[src/verilog/uabf_pkg.sv]
package uabf_pkg;

	// Clock and baud reference figures
	localparam int CLK_MHZ       = 100;
	localparam int MASTER_MHZ    = 96;
	localparam int REF_DIV_X2    = 13;
	localparam int OVERSAMPLE    = 16;
	localparam int REF_INC_I     = MASTER_MHZ * 2;
	localparam int REF_MOD_I     = REF_DIV_X2 * CLK_MHZ;
	localparam int REF_ACC_W     = 12;
	localparam logic [REF_ACC_W-1:0] REF_INC = REF_ACC_W'(REF_INC_I);
	localparam logic [REF_ACC_W-1:0] REF_MOD = REF_ACC_W'(REF_MOD_I);
	localparam logic [3:0]  OS_LAST      = 4'(OVERSAMPLE - 1);

	// Register indices; byte address is four times the index
	localparam logic [15:0] IDX_DIV_LO     = 16'hFFA7;
	localparam logic [15:0] IDX_DIV_HI     = 16'hFFA8;
	localparam logic [15:0] IDX_RESUME_CH  = 16'hFFA9;
	localparam logic [15:0] IDX_PAUSE_CH   = 16'hFFAA;
	localparam logic [15:0] IDX_IRQ_MASK   = 16'hFFAB;
	localparam logic [15:0] IDX_IRQ_STATUS = 16'hFFAC;
	localparam logic [15:0] IDX_FLOW_CTRL  = 16'hFFAD;

	// Reset values
	localparam logic [7:0]  DIV_LO_RST = 8'h08;
	localparam logic [7:0]  DIV_HI_RST = 8'h00;
	localparam logic [7:0]  XCHAR_RST  = 8'h00;
	localparam logic [2:0]  MASK_RST   = 3'h0;
	localparam logic [2:0]  FCTL_RST   = 3'h0;
	localparam logic [15:0] ONE16      = 16'h0001;

	// Interrupt mask bits
	localparam int MASK_MODEM = 0;
	localparam int MASK_LINE  = 1;
	localparam int MASK_TXRX  = 2;
	localparam int MASK_W     = 3;

	// Interrupt status bits
	localparam int ST_MODEM = 0;
	localparam int ST_LINE  = 1;
	localparam int ST_TXRX  = 2;
	localparam int ST_XON   = 3;
	localparam int ST_XOFF  = 4;
	localparam int ST_W     = 5;

	// Flow control register bits
	localparam int FC_XON_IE  = 0;
	localparam int FC_XOFF_IE = 1;
	localparam int FC_SWFLOW  = 2;
	localparam int FC_W       = 3;
	localparam int FC_RESUME  = 3;
	localparam int FC_PAUSED  = 6;
	localparam int FC_HALTED  = 7;

	typedef enum logic [1:0] {FL_IDLE, FL_SEND_OFF, FL_PAUSED, FL_SEND_ON} uabf_flow_e;

	// Receive error pulses
	typedef struct packed {
		logic brk;
		logic frame;
		logic parity;
		logic overrun;
	} uabf_rx_err_s;

	// Flow control character offered to the transmitter
	typedef struct packed {
		logic       valid;
		logic [7:0] char_val;
	} uabf_flow_tx_s;

endpackage

[src/verilog/uabf_core.sv]
// Overview of operation
// - Baud divisor is divisor-high byte above divisor-low byte, sixteen bits.
// - Baud reference is the 96 MHz master clock divided by 6.5.
// - Bit rate is reference divided by sixteen times the divisor.
// - Divisor-low resets to 08h, selecting about 115200 bps.
// - Divisor-high resets to zero.
// - Received character equal to resume char interrupts when its enable is set.
// - Transmitted resume flow character is the resume register byte.
// - Received character equal to pause char halts DMA and may interrupt.
// - Transmitted pause flow character is the pause register byte.
// - Resume and pause registers are eight bits, read/write, reset zero.
// - Mask bit 0 enables the modem interrupt; resets to zero.
// - Mask bit 1 enables the line-status interrupt; resets to zero.
// - Divisors above those for 1200 bps are accepted for slower rates.
// - Software flow sends pause when buffer fills, resume when it empties.
// - Break, framing, parity or overrun halts DMA and raises line-status interrupt.
//
// The APB interface to the registers was left to the implementer.
`timescale 1ns/1ps

module uabf_core
	import uabf_pkg::*;
#(
	parameter int ADDR_W = 18
) (
	// Clock and reset
	input  wire logic                clk,
	input  wire logic                reset,
	// APB slave
	input  wire logic                psel,
	input  wire logic                penable,
	input  wire logic                pwrite,
	input  wire logic [ADDR_W-1:0]   paddr,
	input  wire logic [31:0]         pwdata,
	output logic      [31:0]         prdata,
	output logic                     pready,
	output logic                     pslverr,
	// Receiver side events
	input  wire logic                rx_valid,
	input  wire logic [7:0]          rx_char,
	input  wire uabf_rx_err_s        rx_err,
	input  wire logic                modem_change,
	input  wire logic                tx_holding_empty,
	input  wire logic                rx_holding_full,
	input  wire logic                rx_buf_full,
	input  wire logic                rx_buf_empty,
	// Flow character to transmitter
	output uabf_flow_tx_s            flow_tx,
	input  wire logic                flow_tx_ready,
	// Baud and control outputs
	output logic [15:0]              baud_divisor,
	output logic                     baud_ref_tick,
	output logic                     sample_tick,
	output logic                     bit_tick,
	output logic                     dma_halt,
	output logic                     irq
);

	// Whole register state of the block
	typedef struct packed {
		// Software-visible registers
		logic [7:0]        div_lo;
		logic [7:0]        div_hi;
		logic [7:0]        resume_ch;
		logic [7:0]        pause_ch;
		logic [MASK_W-1:0] mask;
		logic [FC_W-1:0]   fctl;
		logic [ST_W-1:0]   status;
		logic              halt;
		// Baud generator
		logic [REF_ACC_W-1:0] ref_acc;
		logic [15:0]       sub_cnt;
		logic [3:0]        os_cnt;
		logic              ref_tick;
		logic              os_tick;
		logic              bit_tick;
		logic [15:0]       div_live;
		// Flow control and event history
		uabf_flow_e        flow;
		uabf_flow_tx_s     ftx;
		logic              txe_prev;
		logic              rxf_prev;
		// Bus answer and interrupt
		logic              pready;
		logic [31:0]       prdata;
		logic              pslverr;
		logic              irq;
	} uabf_state_s;

	uabf_state_s s_q;
	uabf_state_s s_d;

	// Refuse an address bus too narrow for the register map
	if (ADDR_W < 18) begin : g_addr_check
		$error("uabf_core: ADDR_W must be at least 18");
	end

	// Refuse an accumulator too narrow for the fractional step
	if (REF_MOD_I + REF_INC_I > (1 << REF_ACC_W)) begin : g_acc_check
		$error("uabf_core: REF_ACC_W too narrow for the reference step");
	end

	// Refuse a step asking for more than one tick per cycle
	if (REF_INC_I >= REF_MOD_I) begin : g_step_check
		$error("uabf_core: reference clock must be slower than clk");
	end

	// Sample counter wraps by itself, so it must span one bit
	if (OVERSAMPLE != (1 << $bits(OS_LAST))) begin : g_os_check
		$error("uabf_core: OVERSAMPLE must match the sample counter width");
	end

	// Register index to byte address match
	function automatic logic hit(input logic [ADDR_W-1:0] a, input logic [15:0] idx);
		return a == ADDR_W'({idx, 2'b00});
	endfunction

	// Rising edge of a level input against its previous value
	function automatic logic rise(input logic now_lvl, input logic was_lvl);
		return now_lvl && !was_lvl;
	endfunction

	// Address lies inside the register map
	function automatic logic mapped(input logic [ADDR_W-1:0] a);
		logic ok;
		ok = 1'b0;
		if (hit(a, IDX_DIV_LO)) begin
			ok = 1'b1;
		end else if (hit(a, IDX_DIV_HI)) begin
			ok = 1'b1;
		end else if (hit(a, IDX_RESUME_CH)) begin
			ok = 1'b1;
		end else if (hit(a, IDX_PAUSE_CH)) begin
			ok = 1'b1;
		end else if (hit(a, IDX_IRQ_MASK)) begin
			ok = 1'b1;
		end else if (hit(a, IDX_IRQ_STATUS)) begin
			ok = 1'b1;
		end else if (hit(a, IDX_FLOW_CTRL)) begin
			ok = 1'b1;
		end
		return ok;
	endfunction

	// Read data for one address, narrow registers in the low bits
	function automatic logic [31:0] read_reg(input logic [ADDR_W-1:0] a,
			input uabf_state_s st);
		logic [31:0] r;
		r = 32'h0000_0000;
		if (hit(a, IDX_DIV_LO)) begin
			r[7:0] = st.div_lo;
		end else if (hit(a, IDX_DIV_HI)) begin
			r[7:0] = st.div_hi;
		end else if (hit(a, IDX_RESUME_CH)) begin
			r[7:0] = st.resume_ch;
		end else if (hit(a, IDX_PAUSE_CH)) begin
			r[7:0] = st.pause_ch;
		end else if (hit(a, IDX_IRQ_MASK)) begin
			r[MASK_W-1:0] = st.mask;
		end else if (hit(a, IDX_IRQ_STATUS)) begin
			r[ST_W-1:0] = st.status;
		end else if (hit(a, IDX_FLOW_CTRL)) begin
			r[FC_W-1:0]  = st.fctl;
			r[FC_PAUSED] = (st.flow == FL_PAUSED) || (st.flow == FL_SEND_ON);
			r[FC_HALTED] = st.halt;
		end
		return r;
	endfunction

	// Next-state logic for the whole block
	always_comb begin
		logic              wr;
		logic              setup;
		logic [ST_W-1:0]   st_set;
		logic [ST_W-1:0]   st_clr;
		logic [ST_W-1:0]   irq_en;
		logic              halt_set;
		logic              resume;
		logic              line_err;
		logic [REF_ACC_W-1:0] acc_sum;
		logic [15:0]       div_new;

		// Defaults: hold state, no strobes
		wr       = 1'b0;
		setup    = 1'b0;
		st_set   = '0;
		st_clr   = '0;
		irq_en   = '0;
		halt_set = 1'b0;
		resume   = 1'b0;
		line_err = 1'b0;
		acc_sum  = '0;
		div_new  = '0;
		s_d      = s_q;

		// APB: setup cycle latches read data, access cycle completes
		setup     = psel && !penable;
		wr        = psel && penable && s_q.pready && pwrite;

		// Zero-wait answer, high in the access cycle only
		s_d.pready = setup;
		// Data and error captured while the address is stable
		if (setup) begin
			s_d.prdata  = pwrite ? 32'h0000_0000 : read_reg(paddr, s_q);
			s_d.pslverr = !mapped(paddr);
		end else begin
			s_d.pslverr = 1'b0;
		end

		// Register writes; reserved bits are dropped
		if (wr) begin
			if (hit(paddr, IDX_DIV_LO)) begin
				s_d.div_lo = pwdata[7:0];
			end else if (hit(paddr, IDX_DIV_HI)) begin
				s_d.div_hi = pwdata[7:0];
			end else if (hit(paddr, IDX_RESUME_CH)) begin
				s_d.resume_ch = pwdata[7:0];
			end else if (hit(paddr, IDX_PAUSE_CH)) begin
				s_d.pause_ch = pwdata[7:0];
			end else if (hit(paddr, IDX_IRQ_MASK)) begin
				s_d.mask = pwdata[MASK_W-1:0];
			end else if (hit(paddr, IDX_IRQ_STATUS)) begin
				st_clr = pwdata[ST_W-1:0];
			end else if (hit(paddr, IDX_FLOW_CTRL)) begin
				s_d.fctl = pwdata[FC_W-1:0];
				resume   = pwdata[FC_RESUME];
			end
		end

		// Baud reference: fractional step of 96 MHz / 6.5 from the system clock
		acc_sum = s_q.ref_acc + REF_INC;
		if (acc_sum >= REF_MOD) begin
			s_d.ref_acc  = acc_sum - REF_MOD;
			s_d.ref_tick = 1'b1;
		end else begin
			s_d.ref_acc  = acc_sum;
			s_d.ref_tick = 1'b0;
		end

		// Divisor counter, sixteen samples per bit
		div_new     = {s_q.div_hi, s_q.div_lo};

		// Sample and bit ticks are single-cycle pulses
		s_d.os_tick  = 1'b0;
		s_d.bit_tick = 1'b0;
		if (s_q.ref_tick) begin
			if (s_q.sub_cnt == 16'h0000) begin
				// Reload takes the current divisor, so a write lands cleanly
				s_d.sub_cnt  = div_new - ONE16;
				s_d.div_live = div_new;
				s_d.os_tick  = 1'b1;
				s_d.os_cnt   = s_q.os_cnt + 4'h1;
				s_d.bit_tick = (s_q.os_cnt == OS_LAST);
			end else begin
				s_d.sub_cnt = s_q.sub_cnt - ONE16;
			end
		end

		// Event capture into sticky status
		s_d.txe_prev = tx_holding_empty;
		s_d.rxf_prev = rx_holding_full;

		// Any receive error is a line-status event
		line_err     = rx_err.brk || rx_err.frame || rx_err.parity || rx_err.overrun;
		st_set[ST_MODEM] = modem_change;
		st_set[ST_LINE]  = line_err;
		st_set[ST_TXRX]  = rise(tx_holding_empty, s_q.txe_prev)
			|| rise(rx_holding_full, s_q.rxf_prev);
		st_set[ST_XON]   = rx_valid && (rx_char == s_q.resume_ch);
		st_set[ST_XOFF]  = rx_valid && (rx_char == s_q.pause_ch);

		// Set beats a clear in the same cycle, so no event is lost
		s_d.status = (s_q.status & ~st_clr) | st_set;

		// DMA halt on pause match or line error; resume write releases it
		halt_set = st_set[ST_XOFF] || line_err;
		s_d.halt = (s_q.halt && !resume) || halt_set;

		// Software receive flow control
		case (s_q.flow)
			// Idle: offer the pause character once the buffer fills
			FL_IDLE: begin
				if (s_q.fctl[FC_SWFLOW] && rx_buf_full) begin
					s_d.ftx.valid    = 1'b1;
					s_d.ftx.char_val = s_q.pause_ch;
					s_d.flow         = FL_SEND_OFF;
				end
			end
			FL_SEND_OFF: begin
				if (flow_tx_ready) begin
					s_d.ftx.valid = 1'b0;
					s_d.flow      = FL_PAUSED;
				end
			end
			// Paused: offer the resume character once the buffer drains
			FL_PAUSED: begin
				if (rx_buf_empty) begin
					s_d.ftx.valid    = 1'b1;
					s_d.ftx.char_val = s_q.resume_ch;
					s_d.flow         = FL_SEND_ON;
				end
			end
			FL_SEND_ON: begin
				if (flow_tx_ready) begin
					s_d.ftx.valid = 1'b0;
					s_d.flow      = FL_IDLE;
				end
			end
			default: begin
				s_d.ftx.valid = 1'b0;
				s_d.flow      = FL_IDLE;
			end
		endcase

		// Interrupt line: unmasked sticky status
		irq_en[ST_MODEM] = s_d.mask[MASK_MODEM];
		irq_en[ST_LINE]  = s_d.mask[MASK_LINE];
		irq_en[ST_TXRX]  = s_d.mask[MASK_TXRX];

		// Match interrupts enabled from the flow control register
		irq_en[ST_XON]   = s_d.fctl[FC_XON_IE];
		irq_en[ST_XOFF]  = s_d.fctl[FC_XOFF_IE];

		// Level output, high while any enabled status bit stands
		s_d.irq = |(s_d.status & irq_en);
	end

	// State register
	always_ff @(posedge clk) begin
		if (reset) begin
			// Software registers
			s_q.div_lo    <= DIV_LO_RST;
			s_q.div_hi    <= DIV_HI_RST;
			s_q.resume_ch <= XCHAR_RST;
			s_q.pause_ch  <= XCHAR_RST;
			s_q.mask      <= MASK_RST;
			s_q.fctl      <= FCTL_RST;
			s_q.status    <= '0;
			s_q.halt      <= 1'b0;
			// Baud generator
			s_q.ref_acc   <= '0;
			s_q.sub_cnt   <= '0;
			s_q.os_cnt    <= '0;
			s_q.ref_tick  <= 1'b0;
			s_q.os_tick   <= 1'b0;
			s_q.bit_tick  <= 1'b0;
			s_q.div_live  <= {DIV_HI_RST, DIV_LO_RST};
			// Flow control, edge history and bus answer
			s_q.flow      <= FL_IDLE;
			s_q.ftx       <= '0;
			s_q.txe_prev  <= 1'b1; // Transmitter idles empty, no false edge
			s_q.rxf_prev  <= 1'b0;
			s_q.pready    <= 1'b0;
			s_q.prdata    <= 32'h0000_0000;
			s_q.pslverr   <= 1'b0;
			s_q.irq       <= 1'b0;
		end else begin
			s_q <= s_d;
		end
	end

	// Outputs straight from state flops
	assign prdata        = s_q.prdata;
	assign pready        = s_q.pready;
	assign pslverr       = s_q.pslverr;

	// Flow character and baud generator
	assign flow_tx       = s_q.ftx;
	assign baud_divisor  = s_q.div_live;
	assign baud_ref_tick = s_q.ref_tick;
	assign sample_tick   = s_q.os_tick;
	assign bit_tick      = s_q.bit_tick;

	// Halt and interrupt levels
	assign dma_halt      = s_q.halt;
	assign irq           = s_q.irq;

endmodule

[config.mk]
export PLATFORM = sky130hd
export DESIGN_NAME = uabf_core
export DESIGN_NICKNAME = d
export VERILOG_FILES = /design/src/verilog/uabf_pkg.sv /design/src/verilog/uabf_core.sv
export SDC_FILE = /design/constraint.sdc
export NUM_CORES = 1
export LEC_CHECK = 0
export ABC_AREA = 1
export BUFFER_PORTS_ARGS = -buffer_cell sky130_fd_sc_hd__buf_2
export CAP_MARGIN = 20
export CORE_MARGIN = 4
export CORE_UTILIZATION = 45
export DETAILED_ROUTE_END_ITERATION = 10
export PLACE_DENSITY = 0.71
export SLEW_MARGIN = 20
export SYNTH_ARGS = -nofsm -noshare
export SYNTH_HDL_FRONTEND = slang
export SYNTH_SLANG_ARGS = --single-unit
[constraint.sdc]
create_clock -name clk -period 1.7 [get_ports clk]
set_input_delay 0.255 -clock clk [delete_from_list [all_inputs] [get_ports clk]]
set_output_delay 0.255 -clock clk [all_outputs]
set_load 0.02 [all_outputs]
==> results_dict.tcl, run 1 <==
set metrics [dict create \
    status "complete, but fails checks" \
    violations "negative setup slack" \
    rows 44 \
    r2r_cells 14 \
    reg2reg_to "s_q[86]$_SDFFE_PP0P_" \
    nets 1246 \
    yosysSeqAreaShare_pct 33.91 \
    path_class "register to register" \
    cts.clk_slew.worst_paths_ns 0.06 \
    clk-insertion-delay-late_ns 0.42 \
    synthAdderAreaFrac_pct 2.193 \
    ys_seq_elements 116 \
    critPathLaunchType "register" \
    yosysUniqueCellTypes 47 \
    grt-ovfl-total 0 \
    synth-edff-count 0 \
    area_delta_synth_final_pct 32.05 \
    die_h_um 131.4 \
    peakVddDrop_mv 1.141 \
    yosys-mux-area-fraction_pct 0 \
    place_congestion 0.9657 \
    wire_per_inst_um 14.82 \
    antenna_found_initial 0 \
    async_reset_ff_share_pct 0 \
    ios 138 \
    routed_via_density 5.110 \
    hp-class "primary input to register" \
    reg2reg_slack_ns -0.08 \
    nFillCells 1326 \
    core_mm2 0.01470 \
    drt_first_pass_iters 5 \
    synthXorXnorAreaFrac_pct 1.407 \
    setup_ws_ns -0.07760 \
    setup_viol 17 \
    mostFrequentLayoutCells "nand2_1, inv_1, dfxtp_1, buf_2, buf_4" \
    initial_core_util_pct 46.59 \
    fin_util_pct 61.52 \
    first_global_vias 6090 \
    powerDensity_mw_per_mm2 1913 \
    grt_max_degree 51 \
    required_ns 2.02 \
    vias 6924 \
    final_common_cell "nand2_1" \
    portBuffers 89 \
    drive_above_1_share_pct 33.48 \
    yosys_warnings 0 \
    whs_path_depth 3 \
    critPathCaptureType "register" \
    synth_compound_area_share_pct 16.15 \
    maxSlewViolCount 0 \
    maxCapViolCount 0 \
    finalHoldViolCount 0 \
    cp_slowest_stage_delay_ns 0.31 \
    die_x_um 131.4 \
    leakage_nw 4.155 \
    fin_crit_sh_pct 104.6 \
    finClkSkew_ns 0.006073 \
    postSynthCellCount 1008 \
    drcViolationCount 0 \
    p_total_mw 17.30 \
    ys.flop_type "dfxtp_1" \
    syn_area_per_cell_um2 6.793 \
    cts_root_buffer "clkbuf_16" \
    slowest_stage "dfxtp_1" \
    fmax_ghz 0.5626 \
    grt_pass1_wl_um 30070 \
    cpMostUsedCell "nand3_1" \
    n_antenna_cell 0 \
    finalCriticalPeriod_ns 1.778 \
    drt_iter0_drc 555 \
    routed_wl_um 20080 \
    dieArea_mm2 0.01726 \
    worstPathCellList "nor2_2 -> nand2_2 -> nor2_4 -> buf_6 -> buf_6 -> nand3_1 -> nand2_2 -> nor2_1 -> nand2_1 -> nor2_2 -> nand3_1 -> nand3_1 -> nand2_1 -> inv_1" \
    holdCritStartpoint "tx_holding_empty" \
    cts_max_path_buffers 2 \
    dp_hpwl_um 14300 \
    cts_made_buffers 17 \
    cts_tree "yes" \
    rsz0062_at_grt "yes" \
    synth_simple_gate_area_share_pct 29.73 \
    h-tree-depth 4 \
    synth_top_family_by_area "simple AND/OR/NAND/NOR gates" \
    antenna_left 0 \
    holdPathEnd "s_q[36]$_SDFF_PP1_" \
    cp.arrival_ns 2.09 \
    netlist_area_mm2 0.006848 \
    cts_num_sinks 116 \
    critPathMaxFanout 5 \
    grt_use_total_pct 21.34 \
    worstReg2RegStart "s_q[73]$_SDFFE_PP0P_" \
]
-- worst max-delay path by stage --
stage	from	to	slack, ns	cells past startpoint
after detailed placement	paddr[1]	prdata[6]$_SDFFE_PP0P_	-0.16	11
after global placement	paddr[1]	prdata[6]$_SDFFE_PP0P_	-0.20	11
after CTS	s_q[79]$_SDFFE_PP0P_	s_q[75]$_SDFFE_PP0P_	-0.11	13
after global routing	s_q[73]$_SDFFE_PP0P_	s_q[86]$_SDFFE_PP0P_	-0.21	14
after floorplan	s_q[93]$_SDFF_PP0_	s_q[91]$_SDFFE_PP0N_	0.001	9
final	s_q[73]$_SDFFE_PP0P_	s_q[86]$_SDFFE_PP0P_	-0.08	14
-- timing repair --
action	in CTS	in global routing
endpoints found under the setup margin	22	44
hold buffers	0	0
gates cloned	0	3
setup buffers	2	13
resized for setup	8	167
pin swaps	3	65
-- flip-flops by register name, summed over array words and instances (netlist names) --
signal and count:
bit_tick 1, baud_divisor 16, pready 1, flow_tx 8, pslverr 1, s_q 77, prdata 8, baud_ref_tick 1
dma_halt 1, irq 1, sample_tick 1
-- final cells by class --
class                   count  area (um^2)  share of cell area, %
multi-input cells         684         3981                  44.03
clock inverters             9        105.1                  1.162
well taps                 184        230.2                  2.546
flip-flops and latches    116         2344                  25.92
clock buffers              21        460.4                  5.092
inverters                 146        566.8                  6.268
repair buffers            195         1355                  14.99
-- kinds of logic (layout without fill, tap and decap cells) --
kind of cell,count (synthesis),after routing
buf+inv,232,371
xor+xnor,11,11
compound gates,197,197
flops,116,116
fa+ha+maj,12,12
other cells,1,24
simple gates,439,440
-- per-layer routing --
layer	global-route usage, %	part of all wire, %	wire length (um)
met5	0	0	0
met4	6.184	1.9	377
met3	4.740	6.9	1377
met2	33.12	46	9269
met1	29.94	45	9053
-- Yosys cell counts, types with 5 or more instances --
cell,n,area share [%]
a211oi_1,24,2.6
a21oi_1,79,5.8
buf_2,6,0.44
buf_4,60,6.6
clkbuf_1,15,0.82
dfxtp_1,116,34
ha_1,12,2.2
inv_1,137,7.5
inv_2,5,0.27
nand2_1,199,11
nand2_2,7,0.64
nand3_1,79,5.8
nand4_1,17,1.6
nor2_1,80,4.4
nor2_2,13,1.2
nor2_4,11,1.8
nor3_1,17,1.2
o21ai_0,59,4.3
o21ai_1,15,1.1
o22ai_1,5,0.46
xnor2_1,7,0.90
-- power breakdown --
part           leakage, nW  switching [mW]  internal [mW]
combinational         2.93            6.20           4.32
clock                0.279            1.27           2.21
sequential           0.947           0.245           3.05
-- metrics by stage --
step	hold slack (ns)	setup WS (ns)	TNS [ns]	instances	cell area, um^2
final	0.01859	-0.07760	-0.5895	1355	9042
after floorplan	0.3513	0.001221	0	1031	6945
after global routing	0.04389	-0.2108	-4.737	1355	9042
after global placement	0.4461	-0.2015	-1.731	1307	7741
after detailed placement	0.4454	-0.1617	-2.745	1307	7741
after CTS	0.008584	-0.1058	-0.7957	1339	8343
-- critical path, delay by kind of cell (launching register included) --
kind / cells / cell delay (ns)
buf+inv: 3 / 0.31
flops: 1 / 0.31
simple gates: 11 / 1.03
(Power assumes the default switching activity.)
==> run 2, diff against run 1 <==
CORE_UTILIZATION = 30   (was 45)
PLACE_DENSITY = 0.52   (was 0.71)
SLEW_MARGIN = not set   (was 20)
==> run 2 against run 1 <==
- the run still ends with negative setup slack left
- critical endpoint is now s_q[75]$_SDFFE_PP0P_
- non-clock buffer count rose by 3
- largest power group unchanged
- first-iteration DRC count fell by 28%
- register-to-register slack got worse by 0.06 ns
- global-route usage fell by 5.4 points
==> results_dict.tcl, run 2 (synthesis gave the netlist of run 1 again) <==
set metrics [dict create \
    grt_pass1_wl_um 32550 \
    critPathLaunchType "register" \
    p_sw_mw 7.429 \
    grt_util_met3_pct 3.158 \
    internal_power_mw 10.26 \
    critPathMaxFanout 7 \
    nets 1248 \
    area_delta_synth_final_pct 32.89 \
    cts.clk_slew.worst_paths_ns 0.06 \
    ios 138 \
    die_h_um 159.1 \
    drive_above_1_share_pct 30.72 \
    grt_use_total_pct 15.93 \
    initial_core_util_pct 30.34 \
    cts_made_buffers 17 \
    seqPwrFrac_pct 18.3 \
    clk-insertion-delay-late_ns 0.43 \
    power_frac_comb_pct 59.0 \
    fmax_ghz 0.5453 \
    largest-register "s_q" \
    largest_reg_flops 77 \
    p_total_mw 17.69 \
    mostFrequentLayoutCells "nand2_1, inv_1, dfxtp_1, buf_4, buf_2" \
    cp.arrival_ns 2.14 \
    cts_root_buffer "clkbuf_16" \
    core_mm2 0.02257 \
    required_ns 2.00 \
    drt_iter0_drc 397 \
    fin_crit_sh_pct 107.9 \
    first_global_vias 6268 \
    violations "negative setup slack" \
    cp_slowest_stage_delay_ns 0.32 \
    met2_usage_pct 25.05 \
    finalCriticalPeriod_ns 1.834 \
    wire_per_inst_um 14.07 \
    path_class "register to register" \
    maxCapViolCount 0 \
    cts_max_path_buffers 2 \
    cts_hold_buf 0 \
    antenna_left 0 \
    grt-ovfl-total 0 \
    dp_hpwl_um 15670 \
    setup_viol 12 \
    place_congestion 0.8793 \
    dieArea_mm2 0.02531 \
    routed_wl_um 20550 \
    setup_ws_ns -0.1338 \
    cts_tree "yes" \
    cpMostUsedCell "nor2_2" \
    antenna_found_initial 0 \
    grt_max_degree 57 \
    status "complete, but fails checks" \
    rsz0062_at_grt "yes" \
    critPathCaptureType "register" \
    cp_top_family "simple AND/OR/NAND/NOR gates" \
    finClkSkew_ns 0.01582 \
    drcViolationCount 0 \
    routed_via_density 4.579 \
    portBuffers 89 \
    die_x_um 159.1 \
    maxSlewViolCount 0 \
    hp-class "primary input to register" \
    n_antenna_cell 0 \
    crit_buf_inv 1 \
    clockPowerShare_pct 22.7 \
    finalHoldViolCount 0 \
    peakVddDrop_mv 1.768 \
    busiest_layer "met2" \
    p_sw_share_pct 42.00 \
    drt_first_pass_iters 6 \
    worstPathCellList "nor2_2 -> nand2_2 -> nor2_4 -> nand2_4 -> nor2_2 -> nor2_2 -> ha_2 -> nand3_2 -> nor2_4 -> nand2_2 -> nand2_1 -> o221ai_1 -> inv_1" \
    rows 55 \
    vias 6686 \
    worst_hold_slack_ns 0.02283 \
    h-tree-depth 4 \
    leakage_nw 4.158 \
    slowest_stage "dfxtp_1" \
    final_common_cell "nand2_1" \
    met1_usage_pct 22.05 \
    cts_num_sinks 116 \
    powerDensity_mw_per_mm2 1943 \
    finalSetupTns_ns -0.8198 \
]
run 2: cell types whose count changed in the layout (fill, tap and decap cells not counted), moves of 6 or more:
cell	delta
a21oi_1	+7
buf_4	+6
buf_6	-7
nand2_1	+7
nand2_2	-7
nor2_1	+6
nor2_4	-6
run 2: final cells by class:
class                      count  area, um^2
clock buffer                  20       456.7
clock inverter                12       202.7
fill                        2380       13470
inverter                     146       555.5
multi-input combinational    683        3785
sequential                   116        2335
tap                          285       356.6
timing repair buffer         198        1409
run 2: final timing paths:
check / from / cells past startpoint / slack, ns / to
min: tx_holding_empty / 3 / 0.02 / s_q[36]$_SDFF_PP1_
max reg2reg: s_q[84]$_SDFFE_PP0P_ / 13 / -0.13 / s_q[75]$_SDFFE_PP0P_
max: s_q[84]$_SDFFE_PP0P_ / 13 / -0.13 / s_q[75]$_SDFFE_PP0P_
min reg2reg: flow_tx[0]$_SDFFE_PP0P_ / 2 / 0.46 / flow_tx[0]$_SDFFE_PP0P_
run 2: power by group through the flow:
stage               clock (mW)  combinational [mW]  sequential, mW
detailed placement           0                8.27            3.25
finish                    4.01                10.4            3.24
global placement             0                8.24            3.24
CTS                       4.11                9.61            3.22
global route              4.22                11.4            3.28
floorplan                    0                5.55            3.26
run 2: worst min-delay path, stage by stage:
cell     delay [ns]
buf_2          0.08
inv_1          0.04
nand2_1        0.04
run 2: timing repair:
action,in CTS,in global routing
setup buffers,4,5
gates resized for setup,46,67
gates cloned,1,0
pin swaps,14,30
endpoints found under the setup margin,27,47
run 2: metrics by stage:
stage	setup slack, ns	cells	instance area [um^2]	util, %
after floorplan	0.001221	1031	6945	-
after global placement	-0.1676	1418	7980	35.35
after detailed placement	-0.1679	1418	7980	35.35
after CTS	-0.1170	1455	8837	39.15
after global routing	-0.2508	1460	9100	40.32
final	-0.1338	1460	9100	40.32
run 2: metal layers:
layer / vias to the layer above / part of all wire (%)
met2: 142 / 45
li1: 3512 / -
met1: 3007 / 49
met4: 0 / 2.0
met3: 25 / 3.7
met5: - / 0
